**config.mk**
```make
export PLATFORM = sky130hd
export DESIGN_NAME = rsi_rx_serdes_irq
export DESIGN_NICKNAME = d
export VERILOG_FILES = /design/src/logic/rsi_pkg.sv /design/src/logic/rsi_rx_serdes_irq.sv
export VERILOG_INCLUDE_DIRS = /design/src /design/src/logic
export SDC_FILE = /design/constraint.sdc
export NUM_CORES = 1
export LEC_CHECK = 0
export BUFFER_PORTS_ARGS = -buffer_cell sky130_fd_sc_hd__buf_2
export CORE_MARGIN = 3
export CORE_UTILIZATION = 45
export CTS_CLUSTER_DIAMETER = 120
export DETAILED_ROUTE_END_ITERATION = 12
export GPL_ROUTABILITY_DRIVEN = 0
export PLACE_DENSITY = 0.63
export RECOVER_POWER = 100
export SLEW_MARGIN = 20
export SYNTH_ARGS = -nofsm -noshare
export SYNTH_HDL_FRONTEND = slang
export SYNTH_HIERARCHICAL = 1
export SYNTH_SLANG_ARGS = --single-unit
```
**constraint.sdc**
```tcl
create_clock -name clock -period 5.8 [get_ports clock]
set_clock_uncertainty 0.1 [all_clocks]
set_input_delay 1.16 -clock clock [delete_from_list [all_inputs] [get_ports clock]]
set_output_delay 1.16 -clock clock [all_outputs]
set_load 0.005 [all_outputs]
```
**src/logic/rsi_consts.svh**
```systemverilog
// Purpose: Offsets, field positions and reset values of the receive serializer block
// Assumes: Six-bit register addresses on the serial host port
// Notes:   Definitions only
`ifndef RSI_CONSTS_SVH
`define RSI_CONSTS_SVH
`define RSI_ADDR_CFG      6'h05
`define RSI_ADDR_CTL      6'h06
`define RSI_ADDR_IEN      6'h07
`define RSI_ADDR_STAT     6'h08
`define RSI_ADDR_DATA_A   6'h09
`define RSI_ADDR_DATA_B   6'h0b
`define RSI_RST_CFG       2'h1
`define RSI_RST_CTL       4'h3
`define RSI_RST_IEN       8'h00
`define RSI_CTL_BYTE_BIT  3
`define RSI_CMD_WR_BIT    7
`define RSI_IEN_FULL      0
`define RSI_IEN_EOF       1
`define RSI_IEN_OVF       2
`define RSI_IEN_UNF       3
`define RSI_ST_FULL       0
`define RSI_ST_EOF        1
`define RSI_ST_FLOW       2
`define RSI_ST_VALID      3
`define RSI_CH_STRIDE     4
`define RSI_PIN_OPEN_SRC  2'h3
`define RSI_PIN_OPEN_DRN  2'h2
`define RSI_PIN_CMOS      2'h1
`define RSI_PIN_CMOS_INV  2'h0
`define RSI_FIFO_DEPTH    8
`define RSI_BYTE_BITS     4'h8
`define RSI_SPI_BITS      5'h10
`define RSI_SPI_ADDR_BITS 5'h08
`endif

```
**src/logic/rsi_pkg.sv**
```systemverilog
// Purpose: Types shared by the receive serializer block
// Assumes: Constants come from rsi_consts.svh
// Notes:   One bit-time event per FIFO word
package rsi_pkg;
	// One correlator bit time for one channel
	typedef struct packed {
		logic chan;
		logic valid;
		logic data;
	} rsi_bit_s;

	typedef enum logic [1:0] {
		RSI_SPI_IDLE,
		RSI_SPI_ADDR,
		RSI_SPI_DATA
	} rsi_spi_e;
endpackage : rsi_pkg

```
**src/logic/rsi_rx_serdes_irq.sv**
```systemverilog
// Purpose: Receive deserializer, end-of-frame detection, status and interrupt pin drive
// Assumes: Correlator events arrive on the system clock; host port pins are asynchronous
// Notes:   Host frame is command byte (bit 7 write, bits 5:0 address) then one data byte
// Behaviour
// Select 11 drives pin high when asserted, 10 drives low; otherwise floats.
// Select 01 drives high asserted, low idle; 00 drives low asserted, high idle.
// Host writes zeros to every reserved bit of the three control registers.
// Byte mode bit picks byte transfers through data registers or bit-serial pins.
// In bit-serial mode the host handles each bit over the serial pins; only channel A bits reach the pins.
// Three-bit gap length sets invalid bit times before end of frame.
// End-of-frame detection arms in receive mode after one valid bit.
// End of frame moves accumulated bits to that channel's data register.
// Gap length zero ends the frame at the first invalid bit.
// Channels A and B have own data registers at 0x09 and 0x0b.
// Bits 7 and 3 enable underflow, reading an empty data register.
// Bits 6 and 2 enable overflow, loading before the previous byte was read.
// Bits 5 and 1 enable end-of-frame interrupt once gap length exceeded.
// Reading the receive status register clears pending end of frame.
// Bits 4 and 0 enable full interrupt, raised on every data transfer.
// Transfer happens on a complete byte or on end of frame with partial byte.
// Status bits set regardless of enables; read zero outside receive mode.
// Reading status at 0x08 clears each channel's flow violation flag.
// Pin asserts while any enabled pending condition exists, else deasserts. The code asserts it in receive mode only.
// Disabling an enable masks only the pin; pending status keeps tracking.
`timescale 1ns/1ps
`include "rsi_consts.svh"

// Parameterised FIFO between correlator and deserializer
module rsi_fifo #(
	parameter int WIDTH = 3,
	parameter int DEPTH = 8
) (
	input  wire logic             clock,
	input  wire logic             rst,
	input  wire logic [WIDTH-1:0] in_data,
	input  wire logic             in_valid,
	output logic                  in_ready,
	output logic [WIDTH-1:0]      out_data,
	output logic                  out_valid,
	input  wire logic             out_ready
);
	localparam int AW = $clog2(DEPTH);
	logic [WIDTH-1:0] mem [DEPTH];
	logic [AW-1:0]    wr_ptr;
	logic [AW-1:0]    rd_ptr;
	logic [AW:0]      count;
	logic [AW:0]      next_count;
	wire              push = in_valid && in_ready;
	wire              pop  = out_valid && out_ready;

	assign next_count = count + {{AW{1'b0}}, push} - {{AW{1'b0}}, pop};
	assign out_valid  = (count != '0);
	assign out_data   = mem[rd_ptr];

	// Ready is a flop fed from the next count, so it is exact without comb output
	always_ff @(posedge clock or posedge rst) begin
		if (rst) begin
			wr_ptr   <= '0;
			rd_ptr   <= '0;
			count    <= '0;
			in_ready <= 1'b1;
		end else begin
			if (push)
				wr_ptr <= wr_ptr + 1'b1;
			if (pop)
				rd_ptr <= rd_ptr + 1'b1;
			count    <= next_count;
			in_ready <= (next_count != DEPTH[AW:0]);
		end
	end

	// Storage has no reset, only valid entries are ever read
	always_ff @(posedge clock) begin
		if (push)
			mem[wr_ptr] <= in_data;
	end
endmodule : rsi_fifo

module rsi_rx_serdes_irq
	import rsi_pkg::*;
(
	input  wire logic     clock,
	input  wire logic     rst,
	input  wire logic     rx_mode,
	input  wire rsi_bit_s bit_event,
	input  wire logic     bit_event_valid,
	output logic          bit_event_ready,
	input  wire logic     host_sck,
	input  wire logic     host_sel_n,
	input  wire logic     host_mosi,
	output logic          host_miso,
	output logic          host_miso_oe,
	output logic          serial_data_pin,
	output logic          serial_data_valid_pin,
	output logic          irq_out,
	output logic          irq_oe
);
	// Registers
	logic [1:0]  pin_sel;
	logic [3:0]  ctl;
	logic [7:0]  ien;
	// Per channel state
	logic [7:0]  shreg    [2];
	logic [3:0]  nbits    [2];
	logic [2:0]  gap      [2];
	logic        armed    [2];
	logic [7:0]  data_reg [2];
	logic        has_data [2];
	logic [3:0]  st       [2];
	logic        unf_pend [2];
	logic        ovf_pend [2];
	// Host port
	logic [2:0]  sck_s;
	logic [2:0]  sel_s;
	logic [2:0]  mosi_s;
	logic        sck_f;
	logic        sck_d;
	logic        sel_f;
	logic        mosi_f;
	rsi_spi_e    spi_st;
	logic [4:0]  spi_cnt;
	logic [7:0]  spi_sh;
	logic [7:0]  spi_cmd;
	logic [7:0]  miso_sh;

	wire         byte_mode = ctl[`RSI_CTL_BYTE_BIT];
	wire [2:0]   eof_len   = ctl[2:0];
	wire         sck_rise  = sck_f && !sck_d && !sel_f;
	wire         sck_fall  = !sck_f && sck_d && !sel_f;
	wire [7:0]   rx_byte   = {spi_sh[6:0], mosi_f};
	wire         addr_done = sck_rise && (spi_st == RSI_SPI_ADDR)
	                         && (spi_cnt == `RSI_SPI_ADDR_BITS - 5'h01);
	wire         data_done = sck_rise && (spi_st == RSI_SPI_DATA)
	                         && (spi_cnt == `RSI_SPI_BITS - 5'h01);
	wire [5:0]   cmd_addr  = rx_byte[5:0];
	wire         cmd_rd    = addr_done && !rx_byte[`RSI_CMD_WR_BIT];
	wire         wr_stb    = data_done && spi_cmd[`RSI_CMD_WR_BIT];
	wire         rd_stat   = cmd_rd && (cmd_addr == `RSI_ADDR_STAT);
	wire [1:0]   rd_data   = {cmd_rd && (cmd_addr == `RSI_ADDR_DATA_B),
	                          cmd_rd && (cmd_addr == `RSI_ADDR_DATA_A)};
	wire [5:0]   wr_addr   = spi_cmd[5:0];
	// Hold the drain during a read snapshot so side effects stay atomic
	wire         drain     = !cmd_rd;
	rsi_bit_s    ev;
	logic        ev_valid;
	wire [7:0]   status;
	wire [7:0]   rd_value;
	wire [7:0]   pend;
	wire         irq_req;

	// Correlator events queue here; back-pressure reaches the source
	rsi_fifo #(
		.WIDTH ($bits(rsi_bit_s)),
		.DEPTH (`RSI_FIFO_DEPTH)
	) u_fifo (
		.clock     (clock),
		.rst       (rst),
		.in_data   (bit_event),
		.in_valid  (bit_event_valid),
		.in_ready  (bit_event_ready),
		.out_data  (ev),
		.out_valid (ev_valid),
		.out_ready (drain)
	);

	// Three-stage sync; a level counts once stages two and three agree
	always_ff @(posedge clock or posedge rst) begin
		if (rst) begin
			sck_s  <= 3'h0;
			sel_s  <= 3'h7;
			mosi_s <= 3'h0;
			sck_f  <= 1'b0;
			sck_d  <= 1'b0;
			sel_f  <= 1'b1;
			mosi_f <= 1'b0;
		end else begin
			sck_s  <= {sck_s[1:0], host_sck};
			sel_s  <= {sel_s[1:0], host_sel_n};
			mosi_s <= {mosi_s[1:0], host_mosi};
			sck_d  <= sck_f;
			if (sck_s[1] == sck_s[2])
				sck_f <= sck_s[2];
			if (sel_s[1] == sel_s[2])
				sel_f <= sel_s[2];
			if (mosi_s[1] == mosi_s[2])
				mosi_f <= mosi_s[2];
		end
	end

	// Host frame sequencer, deselect aborts any frame
	always_ff @(posedge clock or posedge rst) begin
		if (rst) begin
			spi_st  <= RSI_SPI_IDLE;
			spi_cnt <= 5'h00;
			spi_sh  <= 8'h00;
			spi_cmd <= 8'h00;
		end else begin
			case (spi_st)
				RSI_SPI_IDLE: begin
					spi_cnt <= 5'h00;
					if (!sel_f)
						spi_st <= RSI_SPI_ADDR;
				end
				RSI_SPI_ADDR, RSI_SPI_DATA: begin
					if (sel_f) begin
						spi_st <= RSI_SPI_IDLE;
					end else if (sck_rise) begin
						spi_sh  <= rx_byte;
						spi_cnt <= (spi_cnt == `RSI_SPI_BITS - 5'h01) ? 5'h00
						           : spi_cnt + 5'h01;
						if (addr_done) begin
							spi_cmd <= rx_byte;
							spi_st  <= RSI_SPI_DATA;
						end
						if (data_done)
							spi_st <= RSI_SPI_ADDR;
					end
				end
				default: spi_st <= RSI_SPI_IDLE;
			endcase
		end
	end

	// own data register per channel; unmapped addresses read zero
	assign rd_value = (cmd_addr == `RSI_ADDR_CFG)    ? {6'h00, pin_sel} :
	                  (cmd_addr == `RSI_ADDR_CTL)    ? {4'h0, ctl} :
	                  (cmd_addr == `RSI_ADDR_IEN)    ? ien :
	                  (cmd_addr == `RSI_ADDR_STAT)   ? status :
	                  (cmd_addr == `RSI_ADDR_DATA_A) ? data_reg[0] :
	                  (cmd_addr == `RSI_ADDR_DATA_B) ? data_reg[1] : 8'h00;

	// Read data shifts out msb first on falling clock edges
	always_ff @(posedge clock or posedge rst) begin
		if (rst) begin
			miso_sh      <= 8'h00;
			host_miso    <= 1'b0;
			host_miso_oe <= 1'b0;
		end else begin
			host_miso_oe <= !sel_f;
			if (cmd_rd)
				miso_sh <= rd_value;
			else if (sck_fall && spi_st == RSI_SPI_DATA) begin
				host_miso <= miso_sh[7];
				miso_sh   <= {miso_sh[6:0], 1'b0};
			end
		end
	end

	// Writes keep only defined fields, reserved bits are left to the host
	always_ff @(posedge clock or posedge rst) begin
		if (rst) begin
			pin_sel <= `RSI_RST_CFG;
			ctl     <= `RSI_RST_CTL;
			ien     <= `RSI_RST_IEN;
		end else if (wr_stb) begin
			// reserved bits dropped
			if (wr_addr == `RSI_ADDR_CFG)
				pin_sel <= rx_byte[1:0];
			if (wr_addr == `RSI_ADDR_CTL)
				ctl <= rx_byte[3:0];
			if (wr_addr == `RSI_ADDR_IEN)
				ien <= rx_byte;
		end
	end

	// Bit-serial mode forwards channel A bit times to the serial pins
	always_ff @(posedge clock or posedge rst) begin
		if (rst) begin
			serial_data_pin       <= 1'b0;
			serial_data_valid_pin <= 1'b0;
		end else begin
			// serial pins used only without byte mode
			serial_data_valid_pin <= 1'b0;
			if (ev_valid && drain && !byte_mode && rx_mode && !ev.chan) begin
				serial_data_pin       <= ev.data;
				serial_data_valid_pin <= ev.valid;
			end
		end
	end

	// Per channel deserializer, gap counter and sticky status
	genvar c;
	generate
		for (c = 0; c < 2; c++) begin : g_ch
			wire hit      = ev_valid && drain && (ev.chan == 1'(c)) && rx_mode && byte_mode;
			wire good     = hit && ev.valid;
			wire bad      = hit && !ev.valid && armed[c];
			// zero length ends at the first invalid bit
			wire eof_ev   = bad && (gap[c] == eof_len);
			wire byte_end = good && (nbits[c] == `RSI_BYTE_BITS - 4'h1);
			// full byte or partial byte at end of frame
			wire xfer     = byte_end || (eof_ev && nbits[c] != 4'h0);
			wire [7:0] xbyte = byte_end ? {shreg[c][6:0], ev.data} : shreg[c];
			wire full_byte   = byte_end;
			wire rd_empty    = rd_data[c] && !has_data[c];

			always_ff @(posedge clock or posedge rst) begin
				if (rst) begin
					shreg[c] <= 8'h00;
					nbits[c] <= 4'h0;
					gap[c]   <= 3'h0;
					armed[c] <= 1'b0;
				end else if (!rx_mode) begin
					nbits[c] <= 4'h0;
					gap[c]   <= 3'h0;
					armed[c] <= 1'b0;
				end else if (good) begin
					// armed by a valid bit, gap restarts
					shreg[c] <= {shreg[c][6:0], ev.data};
					nbits[c] <= byte_end ? 4'h0 : nbits[c] + 4'h1;
					gap[c]   <= 3'h0;
					armed[c] <= 1'b1;
				end else if (bad) begin
					// count invalid bit times up to the gap length
					gap[c] <= eof_ev ? 3'h0 : gap[c] + 3'h1;
					if (eof_ev) begin
						armed[c] <= 1'b0;
						nbits[c] <= 4'h0;
					end
				end
			end

			// frame end with a partial byte, or a full byte, loads the channel data register
			always_ff @(posedge clock or posedge rst) begin
				if (rst) begin
					data_reg[c] <= 8'h00;
					has_data[c] <= 1'b0;
				end else if (xfer) begin
					data_reg[c] <= xbyte;
					has_data[c] <= 1'b1;
				end else if (rd_data[c]) begin
					has_data[c] <= 1'b0;
				end
			end

			// Sticky flags: a set in the clearing cycle wins over the clear
			always_ff @(posedge clock or posedge rst) begin
				if (rst) begin
					st[c]       <= 4'h0;
					unf_pend[c] <= 1'b0;
					ovf_pend[c] <= 1'b0;
				end else begin
					// every transfer raises full; a data read clears it
					st[c][`RSI_ST_FULL] <= xfer || (st[c][`RSI_ST_FULL] && !rd_data[c]);
					// status read clears end of frame
					st[c][`RSI_ST_EOF]  <= eof_ev || (st[c][`RSI_ST_EOF] && !rd_stat);
					if (xfer)
						st[c][`RSI_ST_VALID] <= full_byte;
					// load while previous byte unread
					ovf_pend[c] <= (xfer && has_data[c]) || (ovf_pend[c] && !rd_stat);
					// read of an empty data register
					unf_pend[c] <= rd_empty || (unf_pend[c] && !rd_stat);
					// status read clears the flow flag
					st[c][`RSI_ST_FLOW] <= (xfer && has_data[c]) || rd_empty
					                       || (st[c][`RSI_ST_FLOW] && !rd_stat);
				end
			end

			// status reads zero outside receive mode
			assign status[c*`RSI_CH_STRIDE +: `RSI_CH_STRIDE] = rx_mode ? st[c] : 4'h0;
			// enables gate only the pin, flags keep tracking
			assign pend[c*`RSI_CH_STRIDE + `RSI_IEN_FULL] =
				st[c][`RSI_ST_FULL] && ien[c*`RSI_CH_STRIDE + `RSI_IEN_FULL];
			// end-of-frame enable
			assign pend[c*`RSI_CH_STRIDE + `RSI_IEN_EOF] =
				st[c][`RSI_ST_EOF] && ien[c*`RSI_CH_STRIDE + `RSI_IEN_EOF];
			assign pend[c*`RSI_CH_STRIDE + `RSI_IEN_OVF] =
				ovf_pend[c] && ien[c*`RSI_CH_STRIDE + `RSI_IEN_OVF];
			assign pend[c*`RSI_CH_STRIDE + `RSI_IEN_UNF] =
				unf_pend[c] && ien[c*`RSI_CH_STRIDE + `RSI_IEN_UNF];
		end
	endgenerate

	// any enabled pending condition asserts the pin, in receive mode only
	assign irq_req = rx_mode && (pend != 8'h00);

	// Pin drive; level and enable both registered
	always_ff @(posedge clock or posedge rst) begin
		if (rst) begin
			irq_out <= 1'b0;
			irq_oe  <= 1'b1;
		end else begin
			case (pin_sel)
				// open source and open drain float when idle
				`RSI_PIN_OPEN_SRC: begin
					irq_out <= 1'b1;
					irq_oe  <= irq_req;
				end
				`RSI_PIN_OPEN_DRN: begin
					irq_out <= 1'b0;
					irq_oe  <= irq_req;
				end
				// push-pull, true and inverted
				`RSI_PIN_CMOS: begin
					irq_out <= irq_req;
					irq_oe  <= 1'b1;
				end
				default: begin
					irq_out <= !irq_req;
					irq_oe  <= 1'b1;
				end
			endcase
		end
	end
endmodule : rsi_rx_serdes_irq

```
# After elaboration in Yosys (flattened, before gate mapping)
# Memories as Yosys holds them, arrays and structs flattened.
# Index checks and enable logic that the tools add are counted.
classes:
  n_eq_ne: 33
  bitwise: 3
  add_sub_neg: 9
  mux: 57
  reduce_logical: 111
op_table:
  columns: ["op", "count"]
  rows:
  - ["$mux 8", 10]
  - ["$logic_and 1x1->1", 60]
  - ["$mux 4", 12]
  - ["$eq 6x3->1 const B", 6]
  - ["$mux 3", 8]
  - ["$eq 6x4->1 const B", 3]
  - ["$mux 1", 16]
  - ["$reduce_and 2->1", 8]
  - ["$mux 5", 3]
  - ["$logic_not 1->1", 14]
  - ["$logic_or 1x1->1", 14]
  - ["$add 3x1->3 const B", 4]
  - ["$ne 3x1->1 const B", 4]
  - ["$reduce_bool 4->1", 3]
  - ["$mux 2", 5]
  - ["$pmux 5 s2", 1]
  - ["$reduce_and 3->1", 3]
  - ["$add 4x1->4 const B", 2]
  - ["$eq 4x3->1 const B", 2]
  - ["$ne 4x4->1 const B", 2]
  - ["$reduce_bool 2->1", 4]
  - ["$reduce_bool 8->1", 1]
  - ["$eq 2x2->1 const B", 3]
  - ["$eq 3x3->1", 2]
  - ["15 further kinds", 23]
word_totals:
  output_inout_bits: 7
  register_bits: 136
  mem_count: 1
  ram_bits: 24
memory_table:
  columns: ["memory", "depth", "width", "read_ports", "rd_ports_with_merged_regs", "write_ports", "line", "text"]
  rows:
  - ["u_fifo.mem", 8, 3, 1, 0, 1, "rsi_rx_serdes_irq.sv:43", "logic [WIDTH-1:0] mem [DEPTH];"]

# Logic depth before layout (Yosys ltp)
# Gate-level depths: netlist of run 1.
logic_depth:
  depth_word: 19
  depth_mapped: 17

# Modules after synthesis
# Netlist of run 1, hierarchy kept.
modules_own_cells:
  columns: ["mod", "area_each_um2", "cells_per_inst", "instances"]
  rows:
  - ["rsi_rx_serdes_irq", 5775.5, 512, 1]
  - ["rsi_fifo", 1542.7, 95, 1]

# Worst setup path before layout of run 1
# OpenSTA, ideal clock, no wires.
synth_path:
  path_kind: "register to register"
  from: "register spi_cnt[0]"
  to: "register u_fifo.in_ready"
  setup_time_ns: 0.089
  arrival_time_ns: 2.993
  n_path_buf: 3
  stages_incl_launch_ff: 18
  path_slack_ns: 2.617
  path_cell_list: "dfrtp_1 ha_1 and3b_1 buf_6 and4_4 buf_6 inv_1 buf_2 nand2_1 inv_1 ha_1 inv_1 ha_1 inv_1 fa_1 inv_1 nor4b_1 mux2i_1"
synth_via:
  elab_chain_len: 7
synth_lines:
  columns: ["item", "line", "text"]
  rows:
  - ["start, declared", "rsi_rx_serdes_irq.sv:121", "logic [4:0] spi_cnt;"]
  - ["start signal, assigned", "rsi_rx_serdes_irq.sv:209", "spi_cnt <= (spi_cnt == `RSI_SPI_BITS - 5'h01) ? 5'h00"]
  - ["$eq 5x3->1", "rsi_rx_serdes_irq.sv:132", "&& (spi_cnt == `RSI_SPI_ADDR_BITS - 5'h01);"]
  - ["$logic_and 1x1->1", "rsi_rx_serdes_irq.sv:131", "wire addr_done = sck_rise && (spi_st == RSI_SPI_ADDR)"]
  - ["$logic_and 1x1->1", "rsi_rx_serdes_irq.sv:136", "wire cmd_rd = addr_done && !rx_byte[`RSI_CMD_WR_BIT];"]
  - ["$logic_not 1->1", "rsi_rx_serdes_irq.sv:143", "wire drain = !cmd_rd;"]
  - ["named net drain", "rsi_rx_serdes_irq.sv:143", null]
  - ["$logic_and 1x1->1", "rsi_rx_serdes_irq.sv:49", "wire pop = out_valid && out_ready;"]
  - ["named net u_fifo.pop", "rsi_rx_serdes_irq.sv:49", null]
  - ["$sub 4x1->4", "rsi_rx_serdes_irq.sv:51", "assign next_count = count + {{AW{1'b0}}, push} - {{AW{1'b0}}, pop};"]
  - ["named net u_fifo.next_count[1]", "rsi_rx_serdes_irq.sv:47", "logic [AW:0] next_count;"]
  - ["$ne 4x4->1", "rsi_rx_serdes_irq.sv:68", "in_ready <= (next_count != DEPTH[AW:0]);"]
  - ["end signal, assigned", "rsi_rx_serdes_irq.sv:68", null]
  - ["end, declared", "rsi_rx_serdes_irq.sv:37", "output logic in_ready,"]
# The timed path passes the listed nets, and every way through them passes these cells.
# A chain may end at the register's enable or synchronous reset.

# Worst setup path in the final report of run 1
layout_path:
  from: "register sel_f"
  to: "register u_fifo.in_ready"
layout_via:
  elab_chain_len: 9
layout_lines:
  columns: ["item", "line", "text"]
  rows:
  - ["start, declared", "rsi_rx_serdes_irq.sv:118", "logic sel_f;"]
  - ["start signal, assigned", "rsi_rx_serdes_irq.sv:184", "sel_f <= sel_s[2];"]
  - ["$logic_not 1->1", "rsi_rx_serdes_irq.sv:128", "wire sck_rise = sck_f && !sck_d && !sel_f;"]
  - ["$logic_and 1x1->1", "rsi_rx_serdes_irq.sv:128", null]
  - ["$logic_and 1x1->1 (2 in a row)", "rsi_rx_serdes_irq.sv:131", null]
  - ["$logic_and 1x1->1", "rsi_rx_serdes_irq.sv:136", null]
  - ["$logic_not 1->1", "rsi_rx_serdes_irq.sv:143", null]
  - ["$logic_and 1x1->1", "rsi_rx_serdes_irq.sv:49", null]
  - ["named net u_fifo.pop", "rsi_rx_serdes_irq.sv:49", null]
  - ["$sub 4x1->4", "rsi_rx_serdes_irq.sv:51", null]
  - ["named net u_fifo.next_count[1]", "rsi_rx_serdes_irq.sv:47", null]
  - ["$ne 4x4->1", "rsi_rx_serdes_irq.sv:68", null]
# The timed path passes the listed nets, and every way through them passes these cells.

==> out/metrics.yaml, run 1 <==
status:
  status: "finished, violations left"
  violations: "capacitance limit, slew limit"
global_routing:
  grt_pass1_vias: 4782
  grt_overflow: 0
  antenna_found_initial: 0
  grt_pass1_wl_um: 24800
  grt_max_degree: 72
  grt_usage: 0.176
floorplan:
  io_pins: 17
  fp.dieH_um: 134
  die_w_um: 134
  dieArea_um2: 17800
  initial_utilization: 0.471
  core_area_um2: 15500
  std_cell_rows: 45
route:
  wl_met3_um: 602
  drt_iter0_drc: 343
  wl_met2_um: 6990
  wirelength_um: 15000
  num_vias: 4840
  drtAntennaViolNets: 0
  firstDrtPassIters: 7
  drc_errors: 0
  viasPerCell: 5.71
  top_layer_used: "met4"
  wl_met1_um: 7210
  wl_per_cell_um: 17.7
flow_run:
  maxCapViolCount: 1
synthesis:
  async_flop_share: 0.849
  synth.distinct_cells: 67
  syn_inst: 607
  ys_warn_count: 6
  ys_seq_area_frac: 0.562
  ys_ff_latch: 159
  syn_nets: 636
  synth_area_per_cell_um2: 12.1
  synth-edff-count: 24
  syn_area_um2: 7320
  ys.flop_type: "dfrtp_1"
pwr:
  power_frac_seq: 0.456
  netSwitchingFraction: 0.306
  clkPwrFrac: 0.364
  ir_worst_vdd_mv: 0.248
  leakagePower_nw: 3.67
  power_mw: 2.99
  switchingPower_mw: 0.916
  power_density_nw_per_um2: 369
  p_comb_frac: 0.180
  cell_internal_pwr_mw: 2.08
finish:
  antennaDiodeCount: 0
  largest_reg_flops: 24
  nNetsFinal: 652
  final_util: 0.522
  layout-drive-gt1-share: 0.157
  seq_area_um2: 4110
  final_area_um2: 8110
  area_growth_pct: 10.8
  multiInputGateArea_um2: 2960
  fillers: 1364
worst_hold_path:
  min_path_type: "flop to flop"
  whs_path_depth: 0
critical_path:
  path_depth: 13
  max_stage_delay_ps: 780
  path_delay_family: "simple AND/OR/NAND/NOR gates"
  cp-startpoint: "sel_f"
  worstReg2RegEnd: "u_fifo/in_ready"
  r2r-start: "sel_f"
  crit_type: "flop to flop"
  cp_num_buf_inv: 5
  ff2ff_path_depth: 13
  cp_max_fo: 13
  regToRegSetupSlack_ps: 1500
  worst_ep_required_time_ps: 6050
  endpoint_kind: "flop"
  cp-start-kind: "flop"
  cp_data_arrival_time_ps: 4550
  crit_path_end: "u_fifo/in_ready"
  cp_cell_sequence: "nor3b_1 -> and4_1 -> inv_1 -> nand2_1 -> inv_1 -> ha_1 -> inv_1 -> ha_1 -> inv_1 -> fa_1 -> inv_1 -> nor4b_1 -> mux2i_1"
  slowest_stage: "nor3b_1"
  cp_common_cell: "inv_1"
place:
  post-dp-hpwl_um: 10600
  placed_cell_area_um2: 7570
  io_buffers: 16
sta:
  tightest_slew_ps: 3060
  fmax_mhz: 232
  setup_violations: 0
  rsz0062_at_grt: "false"
  relSlewSlack: -1.05
  hold_slack_ps: 258
  fin_crit_sh: 0.742
  finalMaxSlewViolations: 72
  tns_ps: 0
  hold_viol: 0
  fin_crit_ps: 4300
clock_network:
  clock-sinks: 159
  clock_path_buffers: 2
  ctsResizeCount: 0
  cts_hold_buffers: 0
  clockRootBuffer: "clkbuf_16"
  cts_buffers: 17
  clkTransAtPathRegs_ps: 70
  cts_tree: "yes"
  htreeDepth: 4
  clock_latency_ps: 430
  cts_setup_buffers: 0
[placed cells by master, fill, tap and decap left out, types with 3 or more instances in the layout]
cell type / n
a21o_1: 10
a21oi_1: 19
a221o_1: 4
a22o_1: 10
a22oi_1: 8
a32oi_1: 4
and3_1: 12
and4b_1: 3
buf_2: 5
clkbuf_1: 12
clkbuf_16: 17
clkinvlp_4: 4
dfrtp_1: 126
dfstp_1: 3
dfstp_2: 6
edfxtp_1: 24
ha_1: 18
inv_1: 26
inv_6: 6
maj3_1: 3
mux2_2: 47
mux2i_1: 17
mux4_1: 6
nand2_1: 61
nand2b_1: 6
nand3_1: 20
nand3b_1: 5
nand4_1: 7
nor2_1: 24
nor2b_1: 3
nor3_1: 10
o21ai_0: 41
xnor2_1: 8
xor2_1: 6
[per-layer routing]
| metal | global-route usage | up-vias |
|---|---|---|
| met5 | 0 | - |
| met4 | 0.0571 | 0 |
| met3 | 0.0427 | 18 |
| met2 | 0.270 | 119 |
| met1 | 0.249 | 2439 |
| li1 | - | 2264 |
[layout make-up]
class | count | share of cell area
well taps | 211 | 0.0326
multi-input cells | 398 | 0.366
clock buffers | 17 | 0.0525
inverters | 28 | 0.0131
clock inverters | 15 | 0.0190
flip-flops and latches | 159 | 0.507
repair buffers | 19 | 0.0102
[stage by stage]
stage / setup slack (ps) / instances
after detailed placement: 2200 / 815
after CTS: 2190 / 847
after floorplan: 1250 / 607
final: 1500 / 847
after global routing: 1110 / 847
after global placement: 2390 / 815
[cell families after synthesis]
| group | Yosys count | share of synthesized area |
|---|---|---|
| buffers and inverters | 50 | 0.0306 |
| xor gates and xnor gates | 14 | 0.0168 |
| adders and majority gates | 22 | 0.0376 |
| DFF | 159 | 0.562 |
| AOI/OAI and AO/OA | 120 | 0.110 |
| muxes | 71 | 0.119 |
| and+or+nand+nor | 171 | 0.125 |
[power by group through the flow]
stage | Sequential (mW) | Clock [mW] | Combinational (mW)
3_3_place_gp | 1.38 | 0 | 0.523
6_report | 1.36 | 1.09 | 0.539
2_1_floorplan | 1.31 | 0 | 0.476
3_5_place_dp | 1.39 | 0 | 0.544
4_1_cts | 1.36 | 1.11 | 0.547
5_1_grt | 1.38 | 1.16 | 0.602
[worst min-delay path by stage]
stage | start | end | slack [ps]
after global placement | mosi_s[0] | mosi_s[1] | 240
after floorplan | mosi_s[0] | mosi_s[1] | 230
after detailed placement | sck_s[0] | sck_s[1] | 250
after global routing | sel_s[0] | sel_s[1] | 270
final | mosi_s[0] | mosi_s[1] | 260
after CTS | sel_s[0] | sel_s[1] | 260
[synthesized netlist by cell type (all sizes together) (12+ instances only)]
master	instances	area, µm²
and3	12	75.1
inv	27	101
nand3	20	100
ha	18	225
nor2	24	92.6
a21oi	19	95.1
dfrtp	126	3150
clkbuf	12	45.0
mux2i	17	170
nand2	61	229
o21ai	41	205
mux2	48	541
edfxtp	24	721
Note: power is estimated with default switching activity, not from simulation.
==> run 2: changes to the inputs <==
- clock period: 5.8 -> 4.35 ns (I/O delays scaled with it)
==> out/metrics.yaml, run 2 (synthesis results as in run 1) <==
critical_path:
  worst_ep_required_time_ps: 4600  # -1450 ps
  worstReg2RegEnd: "st[6]"
  endpoint_kind: "flop"
  cp-start-kind: "flop"
  cp_max_fo: 10  # -3
  cp-startpoint: "u_fifo/rd_ptr[1]"
  ff2ff_path_depth: 7  # -6
  r2r-start: "u_fifo/rd_ptr[1]"
  crit_type: "flop to flop"
  crit_path_end: "st[6]"
  cp_data_arrival_time_ps: 3840  # -710 ps
  regToRegSetupSlack_ps: 760  # -730 ps
finish:
  seq_area_um2: 4110  # unchanged
  area_growth_pct: 11.2
  layout-drive-gt1-share: 0.162  # +0.00446
  fillers: 1382  # +1.3%
  multiInputGateArea_um2: 2980  # +0.63%
  layout_commonest_cell: "dfrtp_1"
  antennaDiodeCount: 0  # unchanged
  nNetsFinal: 653  # +0.15%
  layout_common_cells: "dfrtp_1 (126), nand2_1 (61), mux2_2 (46), o21ai_0 (41), inv_1 (27)"
  largest_reg_flops: 24  # unchanged
sta:
  hold_viol: 0  # unchanged
  relSlewSlack: -0.798  # +0.253
  tightest_slew_ps: 2690  # -365 ps
  tns_ps: 0  # unchanged
  finalMaxSlewViolations: 69  # -4.2%
  rsz0062_at_grt: "false"
  fmax_mhz: 279  # +20%
  fin_crit_ps: 3590  # -717 ps
  fin_crit_sh: 0.825  # +0.0825
  setup_violations: 0  # unchanged
pwr:
  cell_internal_pwr_mw: 2.77  # +33%
  ir_worst_vdd_mv: 0.316  # +27%
  p_comb_frac: 0.182  # +0.002
  netSwitchingFraction: 0.305  # -0.000984
  switchingPower_mw: 1.22  # +33%
  power_density_nw_per_um2: 490  # +33%
  leakagePower_nw: 3.69  # +0.76%
  power_frac_seq: 0.455  # about the same
  power_mw: 3.98  # +33%
  clkPwrFrac: 0.363  # about the same
clock_network:
  clock-sinks: 159  # unchanged
  clock_latency_ps: 420  # about the same
  cts_buffers: 17  # unchanged
  cts_tree: "yes"
  ctsResizeCount: 0  # unchanged
  clock_path_buffers: 2  # unchanged
  htreeDepth: 4  # unchanged
  cts_setup_buffers: 0  # unchanged
  cts_hold_buffers: 0  # unchanged
  clkTransAtPathRegs_ps: 70  # about the same
  clockRootBuffer: "clkbuf_16"
place:
  io_buffers: 16  # unchanged
  post-dp-hpwl_um: 10700  # +0.64%
route:
  viasPerCell: 5.61  # -1.9%
  drc_errors: 0  # unchanged
  firstDrtPassIters: 5  # -2
  wl_per_cell_um: 17.7  # -0.28%
  wirelength_um: 15000  # -0.16%
  drt_iter0_drc: 390  # +14%
  drtAntennaViolNets: 0  # unchanged
  num_vias: 4755  # -1.8%
floorplan:
  fp.dieH_um: 134  # unchanged
  dieArea_um2: 17800  # unchanged
  io_pins: 17  # unchanged
  core_area_um2: 15500  # unchanged
  die_w_um: 134  # unchanged
  std_cell_rows: 45  # unchanged
  initial_utilization: 0.471  # unchanged
global_routing:
  grt_max_degree: 70  # -2.8%
  grt_overflow: 0  # unchanged
  grt_pass1_wl_um: 25500  # +3.0%
  antenna_found_initial: 0  # unchanged
  grt_pass1_vias: 4890  # +2.3%
  grt_usage: 0.180  # +0.00375
worst_hold_path:
  min_path_type: "flop to flop"
  worstHoldStart: "sck_s[0]"
  whs_path_depth: 0  # unchanged
status:
  violations: "capacitance limit, slew limit"
  status: "finished, violations left"
flow_run:
  maxCapViolCount: 1  # unchanged
[run 2: layer usage]
| metal | vias to the layer above | global-route usage | routed length [µm] |
|---|---|---|---|
| met5 | - | 0 | 0 |
| met4 | 0 | 0.0463 | 155 |
| met3 | 17 | 0.0472 | 627 |
| met2 | 102 | 0.288 | 7090 |
| met1 | 2384 | 0.246 | 7130 |
| li1 | 2252 | - | - |
[run 2: stage by stage]
stage          setup WS, ps  hold slack (ps)  cell area, µm²  utilization  instances
2_1_floorplan          94.0              231            7320            -        607
3_3_place_gp            957              235            7590        0.488        816
3_5_place_dp            814              239            7590        0.488        816
4_1_cts                 814              254            8160        0.525        848
5_1_grt                 456              267            8140        0.524        848
6_report                763              251            8140        0.524        848
[run 2: layout make-up]
cell class,instances,share of cell area
Clock inverter,15,0.0180
Inverter,28,0.0129
Sequential cell,159,0.505
Tap cell,211,0.0324
Multi-Input combinational cell,398,0.366
Clock buffer,17,0.0523
Timing Repair Buffer,20,0.0128
[run 2: power groups by stage]
stage	Clock (mW)	Sequential (mW)	Combinational, mW
2_1_floorplan	0	1.74	0.634
3_3_place_gp	0	1.84	0.702
3_5_place_dp	0	1.84	0.735
4_1_cts	1.47	1.82	0.738
5_1_grt	1.55	1.84	0.816
6_report	1.45	1.81	0.724
[run 2: worst max-delay path, stage by stage (launching register included)]
cell,delay [ps]
dfrtp_1,550
mux4_1,590
mux2_1,420
nand3b_1,200
a41oi_1,420
nand4_1,640
nand2b_1,400
a221o_1,190
[run 2: worst min path at each step]
stage                end
2_1_floorplan  mosi_s[1]
3_3_place_gp   mosi_s[1]
3_5_place_dp   mosi_s[1]
4_1_cts        mosi_s[1]
5_1_grt         sel_s[1]
6_report        sck_s[1]
